==> config.mk <==
export PLATFORM = sky130hd
export DESIGN_NAME = isec_ctrl
export DESIGN_NICKNAME = d
export VERILOG_FILES = /design/src/shared/isec_pkg.sv /design/src/shared/isec_uv_if.sv /design/src/hw/isec_ctrl.sv /design/src/hw/isec_uv_filter.sv
export SDC_FILE = /design/constraint.sdc
export NUM_CORES = 1
export LEC_CHECK = 0
export BUFFER_PORTS_ARGS = -buffer_cell sky130_fd_sc_hd__buf_4
export CAP_MARGIN = 20
export CORE_MARGIN = 2
export CORE_UTILIZATION = 40
export CTS_CLUSTER_DIAMETER = 80
export DETAILED_ROUTE_END_ITERATION = 8
export PLACE_DENSITY_LB_ADDON = 0.25
export SLEW_MARGIN = 25
export SYNTH_ARGS = -nofsm -noshare
export SYNTH_HDL_FRONTEND = slang
export SYNTH_SLANG_ARGS = --single-unit
==> constraint.sdc <==
create_clock -name I_MCLK -period 3.62 [get_ports I_MCLK]
set_clock_uncertainty 0.05 [all_clocks]
set_input_delay 0.543 -clock I_MCLK [delete_from_list [all_inputs] [get_ports I_MCLK]]
set_output_delay 0.543 -clock I_MCLK [all_outputs]
set_load 0.01 [all_outputs]
==> src/shared/isec_pkg.sv <==
// Purpose: shared constants and types of the isolated switch enable control
// Assumes: core clock of 25 MHz, analog comparators outside this logic
// Notes: the level code selects both the enable current limit (two-wire)
//        and the burst duty cycle (three-wire)
package isec_pkg;

    // ------------------------------------------------------------
    // clock and timing
    // ------------------------------------------------------------
    localparam int CLK_PERIOD_NS = 40;      // 25 MHz core clock
    localparam int BURST_2W_NS = 3300;      // two-wire burst length, ns
    // least time, so round up to whole cycles
    localparam int BURST_2W_CYC = (BURST_2W_NS + CLK_PERIOD_NS - 1)
                                  / CLK_PERIOD_NS;

    // ------------------------------------------------------------
    // transfer level code
    // ------------------------------------------------------------
    localparam int LVL_W = 3;                 // width of the level code
    localparam logic [2:0] LVL_LOWEST = 3'h0; // 1.9 mA / 13.3 %
    localparam logic [2:0] LVL_INVALID = 3'h7; // resistor out of range
    localparam int DUTY_STEPS = 15;           // period in duty units
    localparam int DUTY_BASE = 2;             // on units at level 0
    localparam int DUTY_STEP = 2;             // on units added per level

    // ------------------------------------------------------------
    // defaults of the tunable counts
    // ------------------------------------------------------------
    localparam int PULSE_CYC_DEF = 250;       // one-shot width, 10 us
    localparam int TIMEOUT_CYC_DEF = 12500;   // primary loss timeout
    localparam int UNIT_CYC_DEF = 10;         // cycles per duty unit
    localparam int SEC_FILT_CYC_DEF = 8;      // secondary dip blanking
    localparam int PRI_FILT_CYC_DEF = 1;      // primary acts at once

    // ------------------------------------------------------------
    // operating mode and burst states
    // ------------------------------------------------------------
    typedef enum logic [1:0] {
        ISEC_MODE_NONE  = 2'b00,
        ISEC_MODE_TWO   = 2'b01,
        ISEC_MODE_THREE = 2'b10
    } isec_mode_t;

    typedef enum logic [1:0] {
        ISEC_B_IDLE = 2'b00,
        ISEC_B_ON   = 2'b01,
        ISEC_B_OFF  = 2'b10
    } isec_burst_t;

endpackage

==> src/shared/isec_uv_if.sv <==
// Purpose: carries one supply monitor between control and filter
// Assumes: raw comparator levels are asynchronous to the core clock
// Notes: good is a registered, filtered supply status
`timescale 1ns/1ps
interface isec_uv_if;
    logic rise_raw; // supply above its rising level
    logic fall_raw; // supply above its falling level
    logic good;     // filtered supply status

    // filter side
    modport flt (
        input rise_raw,
        input fall_raw,
        output good
    );
    // control side
    modport ctl (
        output rise_raw,
        output fall_raw,
        input good
    );
endinterface

==> src/hw/isec_ctrl.sv <==
// Purpose: mode detect, burst scheduling and gate drive control
// Assumes: reset comes from the supply monitors, all inputs asynchronous
// Notes: analog parts (rectifier, modulator, thresholds) are outside
//
// Function
// - two-wire start is enable high, powers device
// - two-wire burst of fixed 3.3 us at peak
// - two-wire bursts repeat hysteretically, variable period
// - gate high after upper rail charged, while enabled
// - two-wire enable fall: gate low first, then transfer stops
// - seven current limits, out of range gives lowest
// - level sampled once at power-up, then held
// - primary undervoltage stops all transfer
// - primary loss drives gate low, timeout backs it
// - upper or middle rail low forces gate low
// - monitors use separate rising and falling levels
// - secondary monitors ignore switching dips
// - mode detected at power-up, held until reset
// - enable high before primary good means two-wire
// - primary good starts transfer, gate may assert
// - over-temperature stops transfer, forces gate low
// - standard enable: gate follows enable
// - one-shot: one pulse per enable rising edge
// - upper rail down: gate low, keep-off on
// - primary down, rail up: disable after timeout
// - three-wire fixed period, seven duty levels
// - three-wire transfer independent of enable
`timescale 1ns/1ps
module isec_ctrl #(
    parameter int PULSE_CYC = isec_pkg::PULSE_CYC_DEF,
    parameter int TIMEOUT_CYC = isec_pkg::TIMEOUT_CYC_DEF,
    parameter int UNIT_CYC = isec_pkg::UNIT_CYC_DEF,
    parameter int SEC_FILT_CYC = isec_pkg::SEC_FILT_CYC_DEF
) (
    // clock and reset
    input wire logic I_MCLK,
    input wire logic I_RESET_N,
    // enable pin and straps
    input wire logic I_EN,
    input wire logic [2:0] I_XFER_SEL,
    input wire logic I_ONE_SHOT_OPT,
    // primary supply comparators
    input wire logic I_PRI_RISE_OK,
    input wire logic I_PRI_FALL_OK,
    input wire logic I_PRI_AT_PEAK,
    // secondary rail comparators
    input wire logic I_HI_RISE_OK,
    input wire logic I_HI_FALL_OK,
    input wire logic I_MID_RISE_OK,
    input wire logic I_MID_FALL_OK,
    // thermal sensor
    input wire logic I_OVER_TEMP,
    // gate driver
    output logic O_GATE_DRIVE,
    output logic O_DRV_ENABLE,
    output logic O_KEEP_OFF,
    // power transfer and status
    output logic O_BURST,
    output logic O_MODE_VALID,
    output logic O_MODE_TWO_WIRE,
    output logic [2:0] O_XFER_LEVEL
);
    localparam int BW = 16; // burst counter width
    localparam int PW = $clog2(PULSE_CYC + 1);
    localparam int TW = $clog2(TIMEOUT_CYC + 1);
    localparam int PERIOD_CYC = isec_pkg::DUTY_STEPS * UNIT_CYC;

    // ------------------------------------------------------------
    // elaboration checks
    // ------------------------------------------------------------
    if (PULSE_CYC < 1 || TIMEOUT_CYC < 1 || UNIT_CYC < 1 ||
        PERIOD_CYC >= (1 << BW)) begin : g_chk
        $error("isec_ctrl: count parameter out of range");
    end

    // on-time of a three-wire burst for a level code
    function automatic logic [BW-1:0] on_cyc(input logic [2:0] lvl);
        on_cyc = BW'((isec_pkg::DUTY_BASE + isec_pkg::DUTY_STEP
                      * int'(lvl)) * UNIT_CYC);
    endfunction

    // ------------------------------------------------------------
    // supply monitors
    // ------------------------------------------------------------
    isec_uv_if pri_uv ();
    isec_uv_if hi_uv ();
    isec_uv_if mid_uv ();

    assign pri_uv.rise_raw = I_PRI_RISE_OK;
    assign pri_uv.fall_raw = I_PRI_FALL_OK;
    assign hi_uv.rise_raw = I_HI_RISE_OK;
    assign hi_uv.fall_raw = I_HI_FALL_OK;
    assign mid_uv.rise_raw = I_MID_RISE_OK;
    assign mid_uv.fall_raw = I_MID_FALL_OK;

    // primary acts at once; secondary blanks switching dips
    isec_uv_filter #(.FILT_CYC(isec_pkg::PRI_FILT_CYC_DEF)) u_pri (
        .clk(I_MCLK),
        .rst_n(I_RESET_N),
        .uv(pri_uv)
    );
    isec_uv_filter #(.FILT_CYC(SEC_FILT_CYC)) u_hi (
        .clk(I_MCLK),
        .rst_n(I_RESET_N),
        .uv(hi_uv)
    );
    isec_uv_filter #(.FILT_CYC(SEC_FILT_CYC)) u_mid (
        .clk(I_MCLK),
        .rst_n(I_RESET_N),
        .uv(mid_uv)
    );

    // ------------------------------------------------------------
    // pin synchronisers
    // ------------------------------------------------------------
    logic [6:0] sy1_reg; // first stage, read only by sy2_reg
    logic [6:0] sy2_reg; // {oneshot, sel[2:0], temp, peak, en}
    logic en_d_reg;      // delayed enable for edges

    always_ff @(posedge I_MCLK) begin
        if (!I_RESET_N) begin
            sy1_reg <= 7'h00;
            sy2_reg <= 7'h00;
            en_d_reg <= 1'b0;
        end else begin
            sy1_reg <= {I_ONE_SHOT_OPT, I_XFER_SEL, I_OVER_TEMP,
                        I_PRI_AT_PEAK, I_EN};
            sy2_reg <= sy1_reg;
            en_d_reg <= sy2_reg[0];
        end
    end

    logic en_s, peak_s, ot_s, oneshot_s;
    logic [2:0] sel_s;
    logic en_rise;
    assign en_s = sy2_reg[0];
    assign peak_s = sy2_reg[1];
    assign ot_s = sy2_reg[2];
    assign sel_s = sy2_reg[5:3];
    assign oneshot_s = sy2_reg[6];
    assign en_rise = en_s && !en_d_reg;

    // ------------------------------------------------------------
    // mode and level latch
    // ------------------------------------------------------------
    isec_pkg::isec_mode_t mode_reg, mode_next;
    logic [2:0] lvl_reg, lvl_next;
    logic oneshot_reg, oneshot_next;
    logic mvalid_reg, mvalid_next; // mode detected, for the pin
    logic m2_reg, m2_next;         // two-wire flag, for the pin

    // sampled once when primary first becomes good, held until reset
    always_comb begin
        mode_next = mode_reg;
        lvl_next = lvl_reg;
        oneshot_next = oneshot_reg;
        if (mode_reg == isec_pkg::ISEC_MODE_NONE && pri_uv.good) begin
            // enable already high means the pin powers the device
            mode_next = en_s ? isec_pkg::ISEC_MODE_TWO
                             : isec_pkg::ISEC_MODE_THREE;
            // out-of-range resistor falls back to the lowest level
            lvl_next = (sel_s == isec_pkg::LVL_INVALID) ?
                       isec_pkg::LVL_LOWEST : sel_s;
            oneshot_next = oneshot_s;
        end
        // status pins come straight from flops, no decode glitches
        mvalid_next = (mode_next != isec_pkg::ISEC_MODE_NONE);
        m2_next = (mode_next == isec_pkg::ISEC_MODE_TWO);
    end

    always_ff @(posedge I_MCLK) begin
        if (!I_RESET_N) begin
            mode_reg <= isec_pkg::ISEC_MODE_NONE;
            lvl_reg <= isec_pkg::LVL_LOWEST;
            oneshot_reg <= 1'b0;
            mvalid_reg <= 1'b0;
            m2_reg <= 1'b0;
        end else begin
            mode_reg <= mode_next;
            lvl_reg <= lvl_next;
            oneshot_reg <= oneshot_next;
            mvalid_reg <= mvalid_next;
            m2_reg <= m2_next;
        end
    end

    logic two_w, three_w, os_mode;
    assign two_w = (mode_reg == isec_pkg::ISEC_MODE_TWO);
    assign three_w = (mode_reg == isec_pkg::ISEC_MODE_THREE);
    assign os_mode = three_w && oneshot_reg;

    // ------------------------------------------------------------
    // burst scheduler
    // ------------------------------------------------------------
    // two-wire transfer lags enable by one cycle so the gate-off
    // command leaves before the primary starts to collapse
    logic xfer_ok;
    assign xfer_ok = pri_uv.good && !ot_s &&
                     (three_w || (two_w && en_d_reg));

    isec_pkg::isec_burst_t bst_reg, bst_next;
    logic [BW-1:0] bcnt_reg, bcnt_next;
    logic burst_reg, burst_next;

    always_comb begin
        bst_next = bst_reg;
        bcnt_next = bcnt_reg;
        case (bst_reg)
            isec_pkg::ISEC_B_IDLE: begin
                if (xfer_ok && three_w) begin
                    bst_next = isec_pkg::ISEC_B_ON;
                    bcnt_next = on_cyc(lvl_reg) - BW'(1);
                end else if (xfer_ok && peak_s) begin
                    // period varies with how fast the pin recharges
                    bst_next = isec_pkg::ISEC_B_ON;
                    bcnt_next = BW'(isec_pkg::BURST_2W_CYC - 1);
                end
            end
            isec_pkg::ISEC_B_ON: begin
                if (!xfer_ok) begin
                    bst_next = isec_pkg::ISEC_B_IDLE;
                end else if (bcnt_reg != '0) begin
                    bcnt_next = bcnt_reg - BW'(1);
                end else if (two_w) begin
                    bst_next = isec_pkg::ISEC_B_IDLE;
                end else begin
                    bst_next = isec_pkg::ISEC_B_OFF;
                    bcnt_next = BW'(PERIOD_CYC) - on_cyc(lvl_reg)
                                - BW'(1);
                end
            end
            isec_pkg::ISEC_B_OFF: begin
                if (!xfer_ok) begin
                    bst_next = isec_pkg::ISEC_B_IDLE;
                end else if (bcnt_reg != '0) begin
                    bcnt_next = bcnt_reg - BW'(1);
                end else begin
                    bst_next = isec_pkg::ISEC_B_ON;
                    bcnt_next = on_cyc(lvl_reg) - BW'(1);
                end
            end
            default: begin
                bst_next = isec_pkg::ISEC_B_IDLE;
            end
        endcase
        burst_next = (bst_next == isec_pkg::ISEC_B_ON);
    end

    always_ff @(posedge I_MCLK) begin
        if (!I_RESET_N) begin
            bst_reg <= isec_pkg::ISEC_B_IDLE;
            bcnt_reg <= '0;
            burst_reg <= 1'b0;
        end else begin
            bst_reg <= bst_next;
            bcnt_reg <= bcnt_next;
            burst_reg <= burst_next;
        end
    end

    // ------------------------------------------------------------
    // gate drive and keep-off
    // ------------------------------------------------------------
    logic drive_ok;
    assign drive_ok = (mode_reg != isec_pkg::ISEC_MODE_NONE) &&
                      pri_uv.good && hi_uv.good && mid_uv.good &&
                      !ot_s;

    logic gate_reg, gate_next;
    logic [PW-1:0] pcnt_reg, pcnt_next;   // one-shot width count
    logic [TW-1:0] tcnt_reg, tcnt_next;   // primary loss count
    logic texp_reg, texp_next;            // primary loss timed out
    logic koff_reg, koff_next;
    logic drv_en_reg, drv_en_next;

    always_comb begin
        gate_next = gate_reg;
        pcnt_next = pcnt_reg;
        if (!drive_ok) begin
            gate_next = 1'b0;
            pcnt_next = '0;
        end else if (os_mode) begin
            // edge only after the pin went low, so one pulse per rise
            if (en_rise) begin
                gate_next = 1'b1;
                pcnt_next = PW'(PULSE_CYC - 1);
            end else if (gate_reg) begin
                if (pcnt_reg == '0) begin
                    gate_next = 1'b0;
                end else begin
                    pcnt_next = pcnt_reg - PW'(1);
                end
            end
        end else begin
            gate_next = en_s;
        end
        // secondary timeout covers a primary too weak to signal
        tcnt_next = tcnt_reg;
        texp_next = texp_reg;
        if (pri_uv.good) begin
            tcnt_next = '0;
            texp_next = 1'b0;
        end else if (!texp_reg) begin
            if (tcnt_reg == TW'(TIMEOUT_CYC - 1)) begin
                texp_next = 1'b1;
            end else begin
                tcnt_next = tcnt_reg + TW'(1);
            end
        end
        koff_next = !hi_uv.good || texp_next;
        drv_en_next = !koff_next;
    end

    always_ff @(posedge I_MCLK) begin
        if (!I_RESET_N) begin
            gate_reg <= 1'b0;
            pcnt_reg <= '0;
            tcnt_reg <= '0;
            texp_reg <= 1'b0;
            koff_reg <= 1'b1;
            drv_en_reg <= 1'b0;
        end else begin
            gate_reg <= gate_next;
            pcnt_reg <= pcnt_next;
            tcnt_reg <= tcnt_next;
            texp_reg <= texp_next;
            koff_reg <= koff_next;
            drv_en_reg <= drv_en_next;
        end
    end

    // ------------------------------------------------------------
    // outputs
    // ------------------------------------------------------------
    assign O_GATE_DRIVE = gate_reg;
    assign O_DRV_ENABLE = drv_en_reg;
    assign O_KEEP_OFF = koff_reg;
    assign O_BURST = burst_reg;
    assign O_MODE_VALID = mvalid_reg;
    assign O_MODE_TWO_WIRE = m2_reg;
    assign O_XFER_LEVEL = lvl_reg;
endmodule

==> src/hw/isec_uv_filter.sv <==
// Purpose: synchronise, hysteresis and dip blanking of one supply monitor
// Assumes: comparator outputs arrive asynchronously
// Notes: a failure must persist FILT_CYC cycles before good drops
`timescale 1ns/1ps
module isec_uv_filter #(
    parameter int FILT_CYC = 8
) (
    // clock and reset
    input wire logic clk,
    input wire logic rst_n,
    // monitored supply
    isec_uv_if.flt uv
);
    localparam int CW = $clog2(FILT_CYC + 1);

    // ------------------------------------------------------------
    // elaboration check
    // ------------------------------------------------------------
    if (FILT_CYC < 1) begin : g_chk
        $error("isec_uv_filter: FILT_CYC must be at least one");
    end

    logic [1:0] s1_reg; // first sync stage, read only by s2
    logic [1:0] s2_reg; // synchronised {rise, fall}
    logic good_reg, good_next;
    logic [CW-1:0] cnt_reg, cnt_next; // failure persistence count

    // two-stage synchroniser
    always_ff @(posedge clk) begin
        if (!rst_n) begin
            s1_reg <= 2'h0;
            s2_reg <= 2'h0;
        end else begin
            s1_reg <= {uv.rise_raw, uv.fall_raw};
            s2_reg <= s1_reg;
        end
    end

    // hysteresis: good only above rising, failed only below falling
    always_comb begin
        good_next = good_reg;
        cnt_next = cnt_reg;
        if (!good_reg) begin
            cnt_next = '0;
            if (s2_reg[1]) begin
                good_next = 1'b1;
            end
        end else if (!s2_reg[0]) begin
            // switching dips are short; blank them out
            if (cnt_reg == CW'(FILT_CYC - 1)) begin
                good_next = 1'b0;
                cnt_next = '0;
            end else begin
                cnt_next = cnt_reg + CW'(1);
            end
        end else begin
            cnt_next = '0;
        end
    end

    always_ff @(posedge clk) begin
        if (!rst_n) begin
            good_reg <= 1'b0;
            cnt_reg <= '0;
        end else begin
            good_reg <= good_next;
            cnt_reg <= cnt_next;
        end
    end

    assign uv.good = good_reg;
endmodule

# == After elaboration in Yosys (flattened, before gate mapping) ==
# Cells that the tools add are included.
# totals
wordCells,137
output_inout_bits,9
ff_bits,92
latchBits,0
memories,0
mem_bits_rw,0
rom_bits,0
# op_classes
addsub,10
reduce_logical,34
muxes,41
eq_ne,15
n_lt_le_gt_ge,0
mul,1
div,0
n_bitwise,7
shift,0
# ops
operator,count
2-to-1 mux 16 bit,7
one-hot mux 16 bit (3 select lines),1
subtractor 16 x 1 -> 16 bit (second input constant),2
2-to-1 mux 8 bit,3
2-to-1 mux 1 bit,19
2-to-1 mux 2 bit,9
nonzero test 16 bit,1
subtractor 8 x 16 -> 16 bit (first input constant),1
adder 14 x 1 -> 14 bit (second input constant),1
== test 14 bit (second input constant),1
logical AND 1 bit,12
OR reduction 4 bit,3
subtractor 9 x 1 -> 10 bit (second input constant),1
adder 4 x 1 -> 4 bit (second input constant),2
== test 2 x 1 -> 1 bit (second input constant),4
== test 4 x 3 -> 1 bit (second input constant),2
zero test 8 bit,1
multiplier 5 x 3 -> 8 bit (second input constant),1
subtractor 8 x 1 -> 8 bit (second input constant),1
NOT 1 bit,7
inequality test 2 bit (second input constant),3
inequality test 3 bit (second input constant),2
one-hot mux 2 bit (3 select lines),1
nonzero test 2 bit,3
13 further kinds,20

# == Logic depth before layout (Yosys ltp) ==
# Gate-level depths: netlist of run 1.
# depth
ltp_word,9
mapped_depth,12

# == By module ==
# From an unflattened synthesis of run 1, not the netlist that was laid out.
# hier_totals
hier_cells,505
hier_area_um2,4434.3
# by_module_without_submodules
mod,instances,seq_area_each_um2,area_per_inst_um2,cells_per_inst
isec_ctrl,1,1361.3,3678.5,435
isec_uv_filter at u_hi ...,2,180.2,294.0,28
isec_uv_filter at u_pri,1,120.1,167.7,14

# == Least setup slack after synthesis of run 1 ==
# No wires, ideal clock.
# synth_path
path_type,register to register
startpoint,"reg lvl_reg[0], in the netlist O_XFER_LEVEL[0]"
endpoint,reg bcnt_reg[8]
path_stages_with_launch,13
arrival_time_ps,3467
slack_ps,33
period_less_slack_ps,3587
setup_ps,70
required_ps,3500
path_cell_list,dfxtp_1 -> clkbuf_1 -> inv_1 -> ha_1 -> ha_1 -> ha_1 -> fa_1 -> or4b_2 -> mux2i_1 -> o22a_1 -> a211oi_1 -> nor2_1 -> a21oi_1
# synth_via
elab_chain_len,8
# synth_lines
item,line_no,text
from (decl),isec_ctrl.sv:147,"logic [2:0] lvl_reg, lvl_next;"
from (signal assigned),isec_ctrl.sv:174,lvl_reg <= isec_pkg::LVL_LOWEST;
from (signal assigned),isec_ctrl.sv:180,lvl_reg <= lvl_next;
adder 2 x 4 -> 5 bit *,isec_ctrl.sv:78,on_cyc = BW'((isec_pkg::DUTY_BASE + isec_pkg::DUTY_STEP
multiplier 5 x 3 -> 8 bit *,isec_ctrl.sv:79,* int'(lvl)) * UNIT_CYC);
subtractor 8 x 16 -> 16 bit,isec_ctrl.sv:228,bcnt_next = BW'(PERIOD_CYC) - on_cyc(lvl_reg)
subtractor 16 x 1 -> 16 bit,isec_ctrl.sv:229,- BW'(1);
2-to-1 mux 16 bit,isec_ctrl.sv:224,end else if (two_w) begin
2-to-1 mux 16 bit,isec_ctrl.sv:222,end else if (bcnt_reg != '0) begin
2-to-1 mux 16 bit,isec_ctrl.sv:220,if (!xfer_ok) begin
one-hot mux 16 bit (3 select lines) *,isec_ctrl.sv:208,case (bst_reg)
to (signal assigned),isec_ctrl.sv:256,bcnt_reg <= bcnt_next;
to (decl),isec_ctrl.sv:202,"logic [BW-1:0] bcnt_reg, bcnt_next;"
# Every way passes the cells marked *; elsewhere a longest branch is shown, timed or not. The select of a mux whose other input is x is not followed.
# A chain may end at the register's enable or synchronous reset.

# == Worst setup path in the final report of run 1 ==
# Same ends and word-level chain as after synthesis.

==> results of run 1 <==
synthesized netlist by cell type, types with 3 or more instances:
cell type,n,area (um^2)
dfxtp_1,92,1842
nor2_1,45,168.9
nand2_1,35,131.4
and2_1,31,193.9
o21ai_0,24,120.1
xor2_1,23,201.4
a21oi_1,22,110.1
nor3_1,20,100.1
clkbuf_1,18,67.56
ha_1,18,225.2
inv_1,14,52.55
xnor2_1,13,113.9
nand3_1,9,45.04
a211oi_1,7,52.55
a21boi_0,7,52.55
a31oi_1,7,43.79
and3_1,6,37.54
nand2b_1,6,37.54
nand4_1,4,25.02
nor2b_1,4,25.02
nor3b_1,4,30.03
o21ai_1,4,20.02
or2_2,4,25.02
or3_1,4,25.02
or4b_2,4,40.04
buf_6,3,33.78
mux2_2,3,33.78
mux2i_1,3,30.03
nand3b_1,3,22.52
nand4b_1,3,26.28
o211ai_1,3,22.52
o21a_1,3,22.52
o22ai_1,3,18.77
or3b_2,3,26.28
per-layer routing:
metal	up-vias	wire, um
met5	-	0
met3	12	355
met1	1641	4284
met2	53	4185
met4	0	138
li1	1772	-
through the flow:
| step | setup WS (ps) | utilization [%] | area, um^2 | setup TNS [ps] |
|---|---|---|---|---|
| finish | 179.3 | 45.42 | 4923 | 0 |
| CTS | 19.98 | 45.28 | 4908 | 0 |
| detailed placement | -11.31 | 43.52 | 4718 | -27.72 |
| global route | 12.02 | 45.42 | 4923 | 0 |
| global placement | 154.8 | 43.52 | 4718 | 0 |
| floorplan | 33.46 | - | 4444 | 0 |
power breakdown:
group | switching [mW] | total (mW) | internal [mW]
logic | 0.0720 | 0.129 | 0.0574
registers | 0.0162 | 1.05 | 1.04
clock network | 0.383 | 0.659 | 0.276
layout by cell type (no fill, tap or decap), types with 4 or more instances in the layout:
| master | count |
|---|---|
| or2_2 | 4 |
| xnor2_1 | 13 |
| dfxtp_1 | 90 |
| or3_1 | 4 |
| ha_1 | 17 |
| inv_1 | 14 |
| nand2_1 | 35 |
| and2_1 | 31 |
| buf_4 | 28 |
| a31oi_1 | 7 |
| o21ai_1 | 4 |
| clkbuf_8 | 10 |
| nor3b_1 | 4 |
| nor2b_1 | 4 |
| a21oi_1 | 22 |
| nor3_1 | 19 |
| nor2_1 | 45 |
| xor2_1 | 22 |
| or4b_2 | 4 |
| nand2b_1 | 6 |
| o21ai_0 | 24 |
| nand4_1 | 4 |
| a21boi_0 | 7 |
| nand3_1 | 9 |
| a211oi_1 | 7 |
| and3_1 | 6 |
logic make-up after synthesis:
group / count (synthesis)
flops: 92
simple gates: 201
mux: 6
xor+xnor: 36
compound gates: 104
buf+inv: 37
other cells: 1
fa+ha+maj: 19
final cells by class:
| type | count | area (um^2) |
|---|---|---|
| flip-flops and latches | 92 | 1847 |
| clock inverters | 6 | 47.55 |
| multi-input cells | 367 | 2454 |
| well taps | 140 | 175.2 |
| fillers | 1070 | 5917 |
| clock buffers | 10 | 137.6 |
| inverters | 14 | 52.55 |
| repair buffers | 28 | 210.2 |
worst paths after layout:
check / cells after the start / endpoint / slack (ps) / start
worst max-delay path: 11 / bcnt_reg[8] / 180 / O_XFER_LEVEL[0]
worst min-delay path: 2 / u_mid.s1_reg[1] / 330 / I_MID_RISE_OK
worst max register to register: 11 / bcnt_reg[8] / 180 / O_XFER_LEVEL[0]
worst min register to register: 1 / sy2_reg[5] / 380 / sy1_reg[5]
worst max-delay path: cells and delay by family (launching register included):
family,cells,cell delay [ps]
AND/OR/NAND/NOR,2,810
buffers and inverters,1,80
multiplexers,1,150
AO/OA/AOI/OAI,3,560
adder cells (fa/ha/maj),4,1330
flip-flops,1,390
what timing repair did:
item / in CTS / in global routing
resized for setup: 1 / 5
setup endpoints to repair: 7 / 8
setup buffers: 0 / 0
hold buffers: 0 / 0
==> impl_metrics.toml, run 1 <==
[route]
dr.pass1.iters = 4
drtIter0Drc = 153
wl_per_cell_um = 13.64
drc = 0
drt_wl_total_um = 8964
avgViaCountPerCell = 5.294
via_count = 3478
ant_nets = 0

[setup_path]
cp_max_fo = 8
crit_required_ps = 3880
cpMostUsedCell = "ha_1"
cp-end-kind = "register"
start_kind = "register"
arrival_ps = 3700
max_stage_delay_ps = 740
crit_type = "reg2reg"
cp_slowest_cell = "or4b_2"
crit_chain = "inv_1 -> ha_1 -> ha_1 -> ha_1 -> fa_1 -> or4b_2 -> mux2i_1 -> o22a_1 -> a211oi_1 -> nor2_1 -> a21oi_1"

[grt]
use_met2_pct = 26.15
grt_max_degree = 59
grt_first_pass_wirelength_um = 15380
grt_use_total_pct = 16.09
overflow = 0
antenna_found_initial = 0
grt_pass1_vias = 3391
met3_usage_pct = 3.438
gr-max-usage-layer = "met2"
use_met1_pct = 20.77

[clock_tree]
clkLatencyLatePin_ps = 370
tritoncts = "done"
clk_pin_slew_ps = 100
clockRootBuffer = "clkbuf_8"
cts_buffers = 9
cts_sinks = 92
cts.path.max_buffers = 2
htreeDepth = 3

[pwr]
total_power_mw = 1.840
irDropWorstVdd_uv = 308.6
p_leak_nw = 1.904
power.density_nw_per_um2 = 373.7

[cells_and_area]
nets = 546
drive_above_1_share_pct = 13.73
antenna_cells = 0
fin_cells = 657
area_growth_pct = 10.78
largest_register_ffs = 16

[sta]
fmax_ghz = 0.2906
slew_viol_final = 0
finalSetupViolations = 0
min_period_ps = 3441
worst_slew_pin_slew_ps = 924.0
final_min_period_over_clock_period_pct = 95.05
slew_headroom_pct = 36.81
hold_viol = 0
hold_ws_ps = 329.8
rsz0062_at_grt = "no"

[synth]
synth-async-reset-ratio_pct = 0
avgSynthCellArea_um2 = 8.960
seq_area_frac_synth_pct = 41.44
synthAdderAreaFrac_pct = 5.518
synth_simple_gate_area_share_pct = 25.31
syn_inst = 496
synth_top_family_by_area = "simple AND/OR/NAND/NOR gates"
synth.area.mux_share_pct = 1.436
ys.flop_type = "dfxtp_1"
synth_xor_area_share_pct = 7.095
synth_compound_area_share_pct = 15.43
ys_seq_elements = 92
syn_area_um2 = 4444
ys_types = 70
yosys_warnings = 0
synth.net_count = 530
synth_edf_count = 0

[floorplan]
start_util_pct = 41.00
rows = 38
die_x_um = 109.4
pin_count = 24
die_area_um2 = 11970
die_y_um = 109.4
fp.coreArea_um2 = 10840

[place]
io_buffers = 23
gp_congestion = 0.8222
dp_cells = 641
dpl.hpwl_um = 6345

[outcome]
status = "finished, final reports clean"

[worst_hold_path]
hold_class = "in2reg"

[job]
maxCapViolations = 0
Power figures use the tool's default switching activity.
==> run 2, diff against run 1 <==
--- a/config.mk
+++ b/config.mk
@@ -7,6 +7,8 @@
 export LEC_CHECK = 0
 export BUFFER_PORTS_ARGS = -buffer_cell sky130_fd_sc_hd__buf_4
 export CAP_MARGIN = 20
+export CELL_PAD_IN_SITES_DETAIL_PLACEMENT = 0
+export CELL_PAD_IN_SITES_GLOBAL_PLACEMENT = 1
 export CORE_MARGIN = 2
 export CORE_UTILIZATION = 40
 export CTS_CLUSTER_DIAMETER = 80
==> impl_metrics.toml, run 2 (synthesized netlist as in run 1, its figures left out) <==
[outcome]
status = "finished, final reports clean"

[sta]
setup_ws_ps = 278.2
rsz0062_at_grt = "no"
min_period_ps = 3342
tns_ps = 0
slew_viol_final = 0
slew_headroom_pct = 51.98
fmax_ghz = 0.2992
worst_slew_pin_slew_ps = 718.5
hold_viol = 0
finalSetupViolations = 0
final_min_period_over_clock_period_pct = 92.32

[cells_and_area]
final_cell_mix = "dfxtp_1 (91), nor2_1 (45), nand2_1 (35)"
largest_register_ffs = 16
final_common_cell = "dfxtp_1"
nets = 547
drive_above_1_share_pct = 13.13
area_growth_pct = 11.35
antenna_cells = 0
fin_util_pct = 45.65
fillers = 1077
design_area_um2 = 4949

[setup_path]
arrival_ps = 3600
crit_required_ps = 3880
cp_max_fo = 8
cp-end-kind = "register"
critPathTopFamily = "adder cells"
max_stage_delay_ps = 590
worst-path-buf-inv = 1
crit_type = "reg2reg"
reg2reg_from = "O_XFER_LEVEL[0]"
cp_slowest_cell = "or4b_4"
cpMostUsedCell = "ha_1"
crit_chain = "buf_4 -> and3_1 -> ha_1 -> ha_1 -> fa_1 -> or4b_4 -> mux2i_1 -> o22a_1 -> a211oi_1 -> nor2_1 -> a21oi_1"
start_kind = "register"
startpoint = "O_XFER_LEVEL[0]"

[place]
post-place-ws_ps = 89.13
gp_congestion = 0.7899
io_buffers = 23
dpl.hpwl_um = 6176
place_area_um2 = 4726

[clock_tree]
clkLatencyLatePin_ps = 370
clk_pin_slew_ps = 90
cts_resized = 0
clockRootBuffer = "clkbuf_8"
cts_sinks = 92
cts.path.max_buffers = 2
htreeDepth = 3
tritoncts = "done"
post_cts_buffers = 0
cts_buffers = 9
hold_buffers = 0

[grt]
grt_max_degree = 59
grt_first_pass_wirelength_um = 15330
grt_pass1_vias = 3277
gr-max-usage-layer = "met2"
met3_usage_pct = 3.023
antenna_found_initial = 0
use_met1_pct = 21.34
overflow = 0
use_met2_pct = 25.53
grt_use_total_pct = 16.23

[floorplan]
die_area_um2 = 11970
fp.coreArea_um2 = 10840
start_util_pct = 41.00
rows = 38
pin_count = 24
die_y_um = 109.4
die_x_um = 109.4

[route]
drt_wl_total_um = 8924
drc = 0
ant_nets = 0
drtIter0Drc = 174
wl_per_cell_um = 13.56
dr.pass1.iters = 4
via_count = 3461
avgViaCountPerCell = 5.260

[pwr]
p_leak_nw = 1.919
power.density_nw_per_um2 = 384.4
irDropWorstVdd_uv = 313.0

[worst_hold_path]
hold_class = "in2reg"
min_from = "I_HI_FALL_OK"

[job]
maxCapViolations = 0
==> run 2: through the flow <==
stage,power (mW),hold slack [ps],instances
finish,1.902,325.6,658
global route,1.986,307.3,658
CTS,1.934,303.3,658
detailed placement,1.206,368.4,642
global placement,1.205,366.8,642
floorplan,1.167,361.9,496
==> run 2: worst paths after layout <==
kind / slack [ps] / end / depth (start not counted)
setup / recovery: 280 / bcnt_reg[8] / 11
hold reg to reg: 390 / u_mid.s2_reg[0] / 1
hold / removal: 330 / u_hi.s1_reg[0] / 2
setup reg to reg: 280 / bcnt_reg[8] / 11
==> run 2: metal layers <==
layer | up-vias | wire, um
met5 | - | 0
met4 | 0 | 176
met3 | 13 | 344
met2 | 67 | 3992
met1 | 1599 | 4410
li1 | 1782 | -
==> run 2: cell type report <==
class                      count  area, um^2  share of cell area, %
clock buffer                  11       141.4                  2.857
clock inverter                 5       67.56                  1.365
inverter                      14       52.55                  1.062
multi-input combinational    367        2451                  49.53
sequential                    92        1843                  37.24
tap                          140       175.2                  3.540
timing repair buffer          29       217.7                  4.399
==> run 2: report_power, final <==
group	leakage [nW]	total (mW)	internal (mW)	switching [mW]
combinational	1.06	0.129	0.0576	0.0712
clock	0.106	0.721	0.348	0.373
sequential	0.749	1.05	1.04	0.0157
